**src/sswd_defines.svh**
```systemverilog
`ifndef SSWD_DEFINES_SVH
`define SSWD_DEFINES_SVH

// ----------------------------------------
// Clock and timing
// ----------------------------------------
`define SSWD_CLK_HZ          25000000
`define SSWD_RST_SHORT_MS    50
`define SSWD_RST_LONG_MS     200
`define SSWD_WD_LONG_MS      1600
`define SSWD_WD_SHORT_MS     100
`define SSWD_MS_TO_CYC(ms)   ((ms) * (`SSWD_CLK_HZ / 1000))
`define SSWD_CNT_W           26

`endif

```
**src/sswd_pkg.sv**
```systemverilog
package sswd_pkg;

  // ----------------------------------------
  // Watchdog states
  // ----------------------------------------
  typedef enum logic [2:0]
  {
    SSWD_OFF   = 3'b001,
    SSWD_COUNT = 3'b010,
    SSWD_PULSE = 3'b100
  } sswd_state_t;

endpackage

```
**src/sswd_sync.sv**
```systemverilog
module sswd_sync #(
  parameter int WIDTH = 1
) (
  // Clock and reset
  input  wire logic             clock,
  input  wire logic             rst_n,
  // Data
  input  wire logic [WIDTH-1:0] din,
  output logic      [WIDTH-1:0] dout
);

  logic [WIDTH-1:0] stage1;

  // ----------------------------------------
  // Two flip-flop synchroniser
  // ----------------------------------------
  always_ff @(posedge clock)
  begin
    // Preload the pin level so no false level shows after reset release
    if (!rst_n)
    begin
      stage1 <= din;
      dout   <= din;
    end
    else
    begin
      stage1 <= din;
      dout   <= stage1;
    end
  end

endmodule

```
**src/sswd_top.sv**
```systemverilog
`include "sswd_defines.svh"

// Summary of operation
// Hold reset low while supply is below the reset threshold.
// Keep reset low 50 ms, or 200 ms long option, after recovery.
// Warning output low while sense input is below reference.
// Gated chip select follows chip select input when supply is good.
// Gated chip select forced high when supply is below threshold.
// Processor must toggle the kick input at least every 1.6 s.
// Missed kick period produces a 50 or 200 ms reset pulse.
// Reset pulses repeat every period until a kick is seen.
// Expiry output goes low when a period passes without kick.
// Expiry output stays low until the next kick transition.
// Floating kick input disables the watchdog entirely.
// Source select low uses external period ticks for the watchdog.
// Source select high uses internal 100 ms or 1.6 s period.
// Battery switch low while supply exceeds battery, high on battery.
// Gated chip select held high during battery backup.
// Active-high reset is always the inverse of active-low reset.
// After any reset the long period applies until first kick; the code skips this after a watchdog reset pulse.
// Period input low selects 100 ms, high selects 1.6 s.
// Expiry output forced high when supply is below threshold.
// Kick input ignored during battery backup.
// Comparator flags are synchronised before use.
// Any change of synchronised kick level restarts the period.
module sswd_top #(
  parameter int RST_SHORT_CYC = `SSWD_MS_TO_CYC(`SSWD_RST_SHORT_MS),
  parameter int RST_LONG_CYC  = `SSWD_MS_TO_CYC(`SSWD_RST_LONG_MS),
  parameter int WD_LONG_CYC   = `SSWD_MS_TO_CYC(`SSWD_WD_LONG_MS),
  parameter int WD_SHORT_CYC  = `SSWD_MS_TO_CYC(`SSWD_WD_SHORT_MS),
  parameter int EXT_TICKS     = 16
) (
  // Clock and reset
  input  wire logic clock,
  input  wire logic rst_n,
  // Comparator flags
  input  wire logic supply_low,
  input  wire logic supply_below_batt,
  input  wire logic supply_warn_sense,
  // Options
  input  wire logic long_pulse_opt,
  // Watchdog
  input  wire logic watchdog_kick_in,
  input  wire logic watchdog_kick_float,
  input  wire logic timebase_source_sel,
  input  wire logic timebase_period_in,
  // Chip select
  input  wire logic chip_sel_in_n,
  output logic      chip_sel_out_n,
  // Status
  output logic      proc_reset_n,
  output logic      proc_reset,
  output logic      supply_warn_n,
  output logic      watchdog_expired_n,
  output logic      battery_switch_drive
);

  localparam int CW = `SSWD_CNT_W;
  localparam logic [CW-1:0] CW_ONE = CW'(1);

  logic [4:0]             sync_q;
  logic                   s_low;
  logic                   s_batt;
  logic                   s_warn;
  logic                   s_kick;
  logic                   s_float;
  logic                   kick_prev;
  logic                   kick_edge;
  logic                   ext_prev;
  logic                   ext_tick;
  logic                   first_kick_seen;
  logic [CW-1:0]          hold_cnt;
  logic [CW-1:0]          wd_cnt;
  logic [CW-1:0]          pulse_cnt;
  logic [CW-1:0]          wd_limit;
  logic [CW-1:0]          pulse_len;
  logic                   wd_step;
  logic                   wd_active;
  sswd_pkg::sswd_state_t  state;

  // ----------------------------------------
  // Input synchronisation
  // ----------------------------------------
  // synchronise flags
  sswd_sync #(
    .WIDTH (5)
  ) sswd_sync_inst (
    .clock (clock),
    .rst_n (rst_n),
    .din   ({supply_low, supply_below_batt, supply_warn_sense,
             watchdog_kick_in, watchdog_kick_float}),
    .dout  (sync_q)
  );

  assign s_low   = sync_q[4];
  assign s_batt  = sync_q[3];
  assign s_warn  = sync_q[2];
  assign s_kick  = sync_q[1];
  assign s_float = sync_q[0];

  // ----------------------------------------
  // Period selection
  // ----------------------------------------
  function automatic logic [CW-1:0] to_cw(input int v);
    to_cw = CW'(v);
  endfunction

  assign pulse_len = long_pulse_opt ? to_cw(RST_LONG_CYC) : to_cw(RST_SHORT_CYC);

  // external timebase
  // internal periods
  // long after reset
  // period select
  always_comb
  begin
    if (!timebase_source_sel)
      wd_limit = to_cw(EXT_TICKS);
    else if (!timebase_period_in && first_kick_seen)
      wd_limit = to_cw(WD_SHORT_CYC);
    else
      wd_limit = to_cw(WD_LONG_CYC);
  end

  // External period input counts rising edges as ticks
  assign ext_tick = timebase_period_in & ~ext_prev;
  assign wd_step  = timebase_source_sel | ext_tick;

  // float disables
  // ignore in backup
  assign wd_active = ~s_float & ~s_batt & ~s_low;
  // kick edge detect
  assign kick_edge = (s_kick != kick_prev) & wd_active;

  always_ff @(posedge clock)
  begin
    // Start from the present levels so reset never makes a false edge
    if (!rst_n)
    begin
      kick_prev <= s_kick;
      ext_prev  <= timebase_period_in;
    end
    else
    begin
      kick_prev <= s_kick;
      ext_prev  <= timebase_period_in;
    end
  end

  // ----------------------------------------
  // Power-on reset stretch
  // ----------------------------------------
  // stretch after recovery
  always_ff @(posedge clock)
  begin
    // Reset release counts as power-up, so the stretch applies then too
    if (!rst_n)
      hold_cnt <= pulse_len;
    else if (s_low)
      hold_cnt <= pulse_len;
    else if (hold_cnt != '0)
      hold_cnt <= hold_cnt - CW_ONE;
  end

  // ----------------------------------------
  // Watchdog
  // ----------------------------------------
  always_ff @(posedge clock)
  begin
    if (!rst_n || s_low || hold_cnt != '0)
      first_kick_seen <= 1'b0;
    else if (kick_edge)
      first_kick_seen <= 1'b1;
  end

  // timeout pulse
  // repeat pulses
  always_ff @(posedge clock)
  begin
    if (!rst_n)
    begin
      state     <= sswd_pkg::SSWD_OFF;
      wd_cnt    <= '0;
      pulse_cnt <= '0;
    end
    else if (!wd_active || hold_cnt != '0 || kick_edge)
    begin
      // Kicks and power resets both restart the period
      state     <= wd_active ? sswd_pkg::SSWD_COUNT : sswd_pkg::SSWD_OFF;
      wd_cnt    <= '0;
      pulse_cnt <= '0;
    end
    else
    begin
      case (state)
        sswd_pkg::SSWD_OFF:
          state <= sswd_pkg::SSWD_COUNT;
        sswd_pkg::SSWD_COUNT:
        begin
          if (wd_step)
          begin
            if (wd_cnt + CW_ONE >= wd_limit)
            begin
              wd_cnt    <= '0;
              pulse_cnt <= pulse_len;
              state     <= sswd_pkg::SSWD_PULSE;
            end
            else
              wd_cnt <= wd_cnt + CW_ONE;
          end
        end
        sswd_pkg::SSWD_PULSE:
        begin
          // Period keeps running during the pulse so pulses repeat each period
          if (wd_step)
            wd_cnt <= wd_cnt + CW_ONE;
          if (pulse_cnt <= CW_ONE)
            state <= sswd_pkg::SSWD_COUNT;
          pulse_cnt <= pulse_cnt - CW_ONE;
        end
        default:
          state <= sswd_pkg::SSWD_OFF;
      endcase
    end
  end

  // expiry low
  // held until kick
  // high on low supply
  always_ff @(posedge clock)
  begin
    if (!rst_n || s_low || s_batt || kick_edge || s_float)
      watchdog_expired_n <= 1'b1;
    else if (state == sswd_pkg::SSWD_COUNT && wd_step && wd_cnt + CW_ONE >= wd_limit)
      watchdog_expired_n <= 1'b0;
  end

  // ----------------------------------------
  // Outputs
  // ----------------------------------------
  always_ff @(posedge clock)
  begin
    if (!rst_n)
    begin
      proc_reset_n         <= 1'b0;
      proc_reset           <= 1'b1;
      supply_warn_n        <= 1'b1;
      chip_sel_out_n       <= 1'b1;
      battery_switch_drive <= 1'b0;
    end
    else
    begin
      // reset on low supply
      // complementary reset
      proc_reset_n   <= !(s_low || hold_cnt != '0 || state == sswd_pkg::SSWD_PULSE);
      proc_reset     <= (s_low || hold_cnt != '0 || state == sswd_pkg::SSWD_PULSE);
      // warning follows comparator, low when backed up
      supply_warn_n  <= s_warn && !s_batt;
      // chip select follows
      // forced high low supply
      // forced high in backup
      chip_sel_out_n <= chip_sel_in_n || s_low || s_batt;
      // battery switch
      battery_switch_drive <= s_batt;
    end
  end

endmodule

```
**config.mk**
```make
export PLATFORM = sky130hd
export DESIGN_NAME = sswd_top
export DESIGN_NICKNAME = d
export VERILOG_FILES = /design/src/sswd_pkg.sv /design/src/sswd_sync.sv /design/src/sswd_top.sv
export VERILOG_INCLUDE_DIRS = /design/src
export SDC_FILE = /design/constraint.sdc
export NUM_CORES = 1
export LEC_CHECK = 0
export BUFFER_PORTS_ARGS = -buffer_cell sky130_fd_sc_hd__buf_2
export CAP_MARGIN = 20
export CORE_UTILIZATION = 50
export CTS_CLUSTER_DIAMETER = 50
export CTS_CLUSTER_SIZE = 20
export DETAILED_ROUTE_END_ITERATION = 10
export GPL_TIMING_DRIVEN = 0
export PLACE_DENSITY = 0.69
export SLEW_MARGIN = 20
export SYNTH_ARGS = -nofsm -noshare
export SYNTH_HDL_FRONTEND = slang
export SYNTH_SLANG_ARGS = --single-unit
```
**constraint.sdc**
```tcl
create_clock -name clock -period 3.6 [get_ports clock]
set_input_delay 0.18 -clock clock [delete_from_list [all_inputs] [get_ports clock]]
set_output_delay 0.18 -clock clock [all_outputs]
set_load 0.02 [all_outputs]
```
==> impl_metrics.toml, run 1 <==
[status]
outcome = "finished, violations left"
violations = "setup timing"

[floorplan]
core_um2 = 10900
row_count = 38
ioPinCount = 17
fp.dieH_um = 108
initial_core_util_pct = 51.7
design.die.area_um2 = 11700
dieWidth_um = 108

[sta]
drv_slew = 0
worstMarginPinSlew_ns = 0.976
max_freq_ghz = 0.275
setup_ws_ns = -0.0341
fin_skew_ns = 0.00495
rsz0062_at_grt = "yes"
fin_crit_ns = 3.63
holdWs_ns = 0.00251
post-route-period-util_pct = 101
relSlewSlack_pct = 34.9
hold_violations = 0
setup_viol = 6

[final_layout]
final_area_um2 = 6850
drive_gt1_share_pct = 20.8
nets = 733
area.growth.synth_to_final_pct = 21.2
diodes = 0

[logic_synthesis]
synth_nets = 673
syn_area_um2 = 5650
synthSimpleGateAreaFrac_pct = 24.2
synth_top_family_by_area = "simple AND/OR/NAND/NOR gates"
ys_ff_latch = 100
synthFlopType = "dfxtp_1"
ys_async_sr_fraction_pct = 0
synth_compound_area_share_pct = 16.8
syn_inst = 643
synth-xor-area-share_pct = 9.30
yosys_warnings = 0
synth_adder_area_share_pct = 4.21
syn_avg_cell_area_um2 = 8.79
yosysSeqAreaShare_pct = 40.0
synth_edf_count = 26
synth_cell_types = 65
synth.area.mux_share_pct = 2.24

[power]
seq_power_share_pct = 51.7
p_int_w = 0.00173
p_leak_nw = 2.44
ir_worst_vdd_uv = 263
p_sw_w = 0.000596
netSwitchingFraction_pct = 25.7
p_clk_share_pct = 42.8
power_density_nw_per_um2 = 339
comb_power_share_pct = 5.6

[global_route]
grt_start_max_net_pins = 28
overflow = 0
antenna_found_initial = 0
grt_usage_pct = 25.1
grt_pass1_vias = 4841
grt_pass1_wl_um = 22900

[hold_path]
hp-class = "in -> reg"
hold_depth = 2
hold-path-endpoint = "chip_sel_out_n"
hp-start = "chip_sel_in_n"

[setup_path]
r2r_slack_ns = -0.03
cp-start-kind = "register"
arrival_ns = 3.88
r2r_start = "wd_cnt[0]"
r2r_end = "pulse_cnt[10]"
r2r_cells = 16
setup.worst_path.end_class = "register"
worstSetupPathType = "reg -> reg"
cp.required_ns = 3.85
crit_fanout = 5

[placement]
placedInstanceArea_um2 = 5930
dp_hpwl_um = 9460
gp_congestion = 0.831
port_buffers = 15

[drt]
drt-pass1-iter-count = 7
via_per_inst = 5.92
drt-total-wl_um = 14400
drc_errors = 0
first_iter_violations = 333
antenna_left = 0
post_drt_wl_per_cell_um = 17.0
via_count = 5019

[cts]
clock_latency_ns = 0.36
numCtsBuffers = 9
clockRootBuffer = "clkbuf_16"
cts_tree = "yes"
cts_buffer_depth = 2
clock-sinks = 100
htreeDepth = 3
path_clk_slew_ns = 0.08

[job]
maxCapViolations = 0
## cell type report
cell class	instances	area, um2
tap	140	175
fill	923	4090
timing repair buffer	51	364
sequential	100	2310
inverter	17	63.8
clock buffer	9	225
clock inverter	7	73.8
multi-input combinational	498	3480
buffer	26	156
## flip-flops by register name (all words and copies together) (netlist names), 3 cells and up
register and cells:
hold_cnt 26, sswd_sync_inst.stage1 5, sswd_sync_inst.dout 5, pulse_cnt 26
state 3, wd_cnt 26
## worst max path at each step
stage / from / to / slack, ns / cells after the start
floorplan: wd_cnt[3] / pulse_cnt[7] / -0.03 / 16
global placement: wd_cnt[2] / pulse_cnt[24] / -0.67 / 17
detailed placement: wd_cnt[2] / wd_cnt[2] / -0.81 / 17
CTS: wd_cnt[6] / pulse_cnt[10] / -0.01 / 15
global route: wd_cnt[2] / pulse_cnt[6] / -0.16 / 16
finish: wd_cnt[0] / pulse_cnt[10] / -0.03 / 16
## worst max-delay path, stage by stage (launching register included)
cell and delay (ns):
dfxtp_4 0.37, nand4_1 0.14, buf_4 0.18, nor2_4 0.11
nand3_4 0.11, buf_4 0.15, xnor2_1 0.12, ha_1 0.30
nand2_1 0.13, nor4_2 0.33, nand4_1 0.16, a31o_2 0.30
a211oi_4 0.30, nor2_4 0.11, a21o_4 0.25, or3_4 0.33
mux2i_1 0.12
## cell families after synthesis
family | after synthesis
buf+inv | 45
flops | 100
mux | 12
simple gates | 278
compound gates | 129
xor+xnor | 60
fa+ha+maj | 19
## layer usage
layer  global-route usage (%)  share of wire, %  up-vias
met5                        0                 0        -
met4                     8.30               2.5        0
met3                     4.76               5.2       37
met2                     42.9                49      143
met1                     31.6                43     2410
li1                         -                 -     2429
## cell usage after synthesis, types with 4 or more instances
| library cell | n | area share, % |
|---|---|---|
| a2111oi_4 | 5 | 2.4 |
| a211oi_1 | 8 | 1.1 |
| a21o_1 | 6 | 0.80 |
| a21oi_1 | 40 | 3.5 |
| and2_1 | 6 | 0.66 |
| buf_2 | 4 | 0.35 |
| clkbuf_1 | 21 | 1.4 |
| dfxtp_1 | 74 | 26 |
| edfxtp_1 | 26 | 14 |
| ha_1 | 19 | 4.2 |
| inv_1 | 17 | 1.1 |
| mux2_2 | 5 | 1.0 |
| mux2i_1 | 7 | 1.2 |
| nand2_1 | 72 | 4.8 |
| nand2b_1 | 5 | 0.55 |
| nand3_1 | 27 | 2.4 |
| nand4_1 | 12 | 1.3 |
| nor2_1 | 73 | 4.9 |
| nor3_1 | 29 | 2.6 |
| nor4_1 | 5 | 0.55 |
| o21ai_0 | 27 | 2.4 |
| o221ai_1 | 5 | 0.78 |
| o311ai_0 | 4 | 0.62 |
| o31ai_1 | 6 | 0.80 |
| or2_2 | 7 | 0.78 |
| or3_1 | 15 | 1.7 |
| or4_1 | 6 | 0.80 |
| xnor2_1 | 36 | 5.6 |
| xor2_1 | 24 | 3.7 |
## power groups by stage
stage | clock network, W | logic, W | registers (W)
after floorplan | 0 | 0.0000831 | 0.00123
after global placement | 0 | 0.000112 | 0.00123
after detailed placement | 0 | 0.000116 | 0.00123
after CTS | 0.00100 | 0.000125 | 0.00120
after global routing | 0.00104 | 0.000143 | 0.00120
final | 0.000993 | 0.000129 | 0.00120
## placed cells by master, fill, tap and decap left out, drive strengths merged, types with 3 or more instances in the layout
cell type,instances
nand3,28
nand2,72
clkbuf,27
xor2,24
dfxtp,74
o221ai,5
and2,6
a211oi,9
a21oi,42
and4,3
inv,22
buf,53
dlygate4sd3,6
mux2,5
o21ai,28
or2,7
nand2b,5
nor2,75
o31ai,6
edfxtp,26
xnor2,36
a21o,6
or3,18
nand4,13
mux2i,7
nor4,5
a2111oi,7
nor3b,3
ha,19
nor3,29
o311ai,4
a2bb2oi,3
a31oi,3
or4,7
## stage by stage
step                instances  setup TNS [ns]  setup WS (ns)  total power [W]  util, %
detailed placement        798          -31.95         -0.814          0.00135     54.2
global placement          798          -26.38         -0.674          0.00135     54.2
floorplan                 643         -0.0284        -0.0284          0.00131        -
finish                    848         -0.0562        -0.0341          0.00232     62.6
global route              848           -3.59         -0.163          0.00239     62.6
CTS                       835        -0.00953       -0.00953          0.00233     60.4
## timing repair
item | CTS | global route
gates resized for setup | 57 | 38
hold buffers | 6 | 0
endpoints found under the hold margin | 6 | 0
endpoints found under the setup margin | 54 | 53
buffers inserted | 17 | 12
pin swaps | 18 | 22
cloned | 0 | 1
Note: power is estimated with default switching activity, not from simulation.
==> inputs of run 2 (changes only) <==
--- a/config.mk
+++ b/config.mk
@@ -14,6 +14,7 @@
 export DETAILED_ROUTE_END_ITERATION = 10
 export GPL_TIMING_DRIVEN = 0
 export PLACE_DENSITY = 0.69
+export RECOVER_POWER = 100
 export SLEW_MARGIN = 20
 export SYNTH_ARGS = -nofsm -noshare
 export SYNTH_HDL_FRONTEND = slang
==> run 2 against run 1 <==
  * The flow still finishes with violations (setup timing)
  * Count of clock-buffer cells in the layout unchanged
  * Clock power about the same
  * Combinational power is essentially flat
  * Cell count is the same
  * Sequential cell count unchanged
  * Critical endpoint unchanged
  * Highest routed layer unchanged
==> impl_metrics.toml, run 2 (synthesis gave the netlist of run 1 again) <==
[power]
ir_worst_vdd_uv = 263
power_density_nw_per_um2 = 339
p_leak_nw = 2.41

[final_layout]
top_regs = "hold_cnt x26, pulse_cnt x26, wd_cnt x26"
fillers = 928
layout_commonest_cell = "nand2_1"
nets = 733
stdcell_count = 848
area.growth.synth_to_final_pct = 20.9
diodes = 0
most-common-layout-cells = "nand2_1, nor2_1, dfxtp_1"
final_area_um2 = 6830
drive_gt1_share_pct = 19.2

[floorplan]
row_count = 38
initial_core_util_pct = 51.7
fp.dieH_um = 108
design.die.area_um2 = 11700
ioPinCount = 17
core_um2 = 10900
dieWidth_um = 108

[global_route]
grt_start_max_net_pins = 28
met1_usage_pct = 31.6
grt_util_met2_pct = 42.9
grt_pass1_wl_um = 22900
overflow = 0
top_usage_layer = "met2"
grt_usage_pct = 25.1
grt_pass1_vias = 4841
antenna_found_initial = 0
use_met3_pct = 4.76

[placement]
gp_congestion = 0.831
dp_cells = 798
pre_cts_ws_ns = -0.814
placedInstanceArea_um2 = 5930
dp_hpwl_um = 9460
port_buffers = 15

[drt]
drt-total-wl_um = 14400
via_per_inst = 5.90
drc_errors = 0
via_count = 5003
post_drt_wl_per_cell_um = 17.0
drt-pass1-iter-count = 5
antenna_left = 0
first_iter_violations = 332

[sta]
fin_skew_ns = 0.00448
setup_viol = 2
hold_violations = 0
max_freq_ghz = 0.276
drv_slew = 0
fin_crit_ns = 3.63
rsz0062_at_grt = "yes"
post-route-period-util_pct = 101
setup_ws_ns = -0.0276
relSlewSlack_pct = 12.8
worstMarginPinSlew_ns = 1.30

[hold_path]
hp-class = "in -> reg"

[setup_path]
setup.worst_path.end_class = "register"
crit_family = "simple AND/OR/NAND/NOR gates"
cp-start-kind = "register"
worstSetupPathType = "reg -> reg"
worst_path_largest_cell_delay_ns = 0.37
crit_buf_inv = 2
critPathSlowestCell = "dfxtp_4"
worstPathCellList = "nand4_1, buf_4, nor2_4, nand3_4, buf_4, xnor2_1, ha_1, nand2_1, nor4_2, nand4_1, a31o_2, a211oi_4, nor2_4, a21o_4, or3_4, mux2i_1"
crit_fanout = 5
cp.required_ns = 3.85
arrival_ns = 3.88

[job]
maxCapViolations = 0

[status]
violations = "setup timing"
outcome = "finished, violations left"

[cts]
numCtsBuffers = 9
htreeDepth = 3
cts_tree = "yes"
clockRootBuffer = "clkbuf_16"
clock-sinks = 100
path_clk_slew_ns = 0.08
cts_buffer_depth = 2
clock_latency_ns = 0.36
run 2: cell count changes in the layout (fill, tap and decap cells not counted), sizes merged:
cell and change:
buf -10, clkbuf +10
run 2: worst paths after layout:
| check | cells past startpoint | slack [ns] | endpoint | start |
|---|---|---|---|---|
| worst max-delay path | 16 | -0.03 | pulse_cnt[10] | wd_cnt[0] |
| worst min-delay path | 2 | 0.004 | chip_sel_out_n | chip_sel_in_n |
| worst max register to register | 16 | -0.03 | pulse_cnt[10] | wd_cnt[0] |
| worst min register to register | 0 | 0.37 | kick_prev | sswd_sync_inst.dout[1] |
run 2: stage by stage:
stage,hold slack (ns),total power (W),utilization [%],setup TNS (ns)
after CTS,0.00386,0.00233,60.4,-0.00953
after global placement,0.297,0.00135,54.2,-26.38
after global routing,0.00873,0.00239,62.4,-3.58
after floorplan,0.208,0.00131,-,-0.0284
final,0.00442,0.00232,62.4,-0.0377
after detailed placement,0.298,0.00135,54.2,-31.95
run 2: timing repair:
item / in CTS / in global routing
setup endpoints to repair: 54 / 53
hold buffers: 6 / 0
resized for setup: 57 / 38
endpoints found under the hold margin: 6 / 0
gates cloned: 0 / 1
pin swaps: 18 / 22
setup buffers: 17 / 12
run 2: final cells by class:
class                   count  area (um2)  area share [%]
well taps                 140         175            2.57
flip-flops and latches    100        2310            33.8
clock buffers               9         225            3.30
inverters                  17        63.8           0.934
multi-input cells         498        3470            50.9
plain buffers              26         156            2.29
clock inverters             7        73.8            1.08
repair buffers             51         352            5.15
run 2: report_power, final:
group	leakage, nW	internal (W)	switching [W]
sequential	0.899	0.00117	0.0000252
combinational	1.37	0.0000553	0.0000730
clock	0.148	0.000494	0.000496
total	2.41	0.00172	0.000594
run 2: routing by layer:
layer,up-vias,share of wire [%]
met5,-,0
li1,2428,-
met1,2427,44
met3,33,4.4
met2,115,50
met4,0,2.4
run 2: worst register-to-register path: cells and delay by family, from the launching register on:
kind / cells / cell delay, ns
muxes: 1 / 0.12
AOI/OAI and AO/OA: 3 / 0.85
and+or+nand+nor: 8 / 1.44
buffers and inverters: 2 / 0.33
DFF: 1 / 0.37
xor gates and xnor gates: 1 / 0.12
adders and majority gates: 1 / 0.30
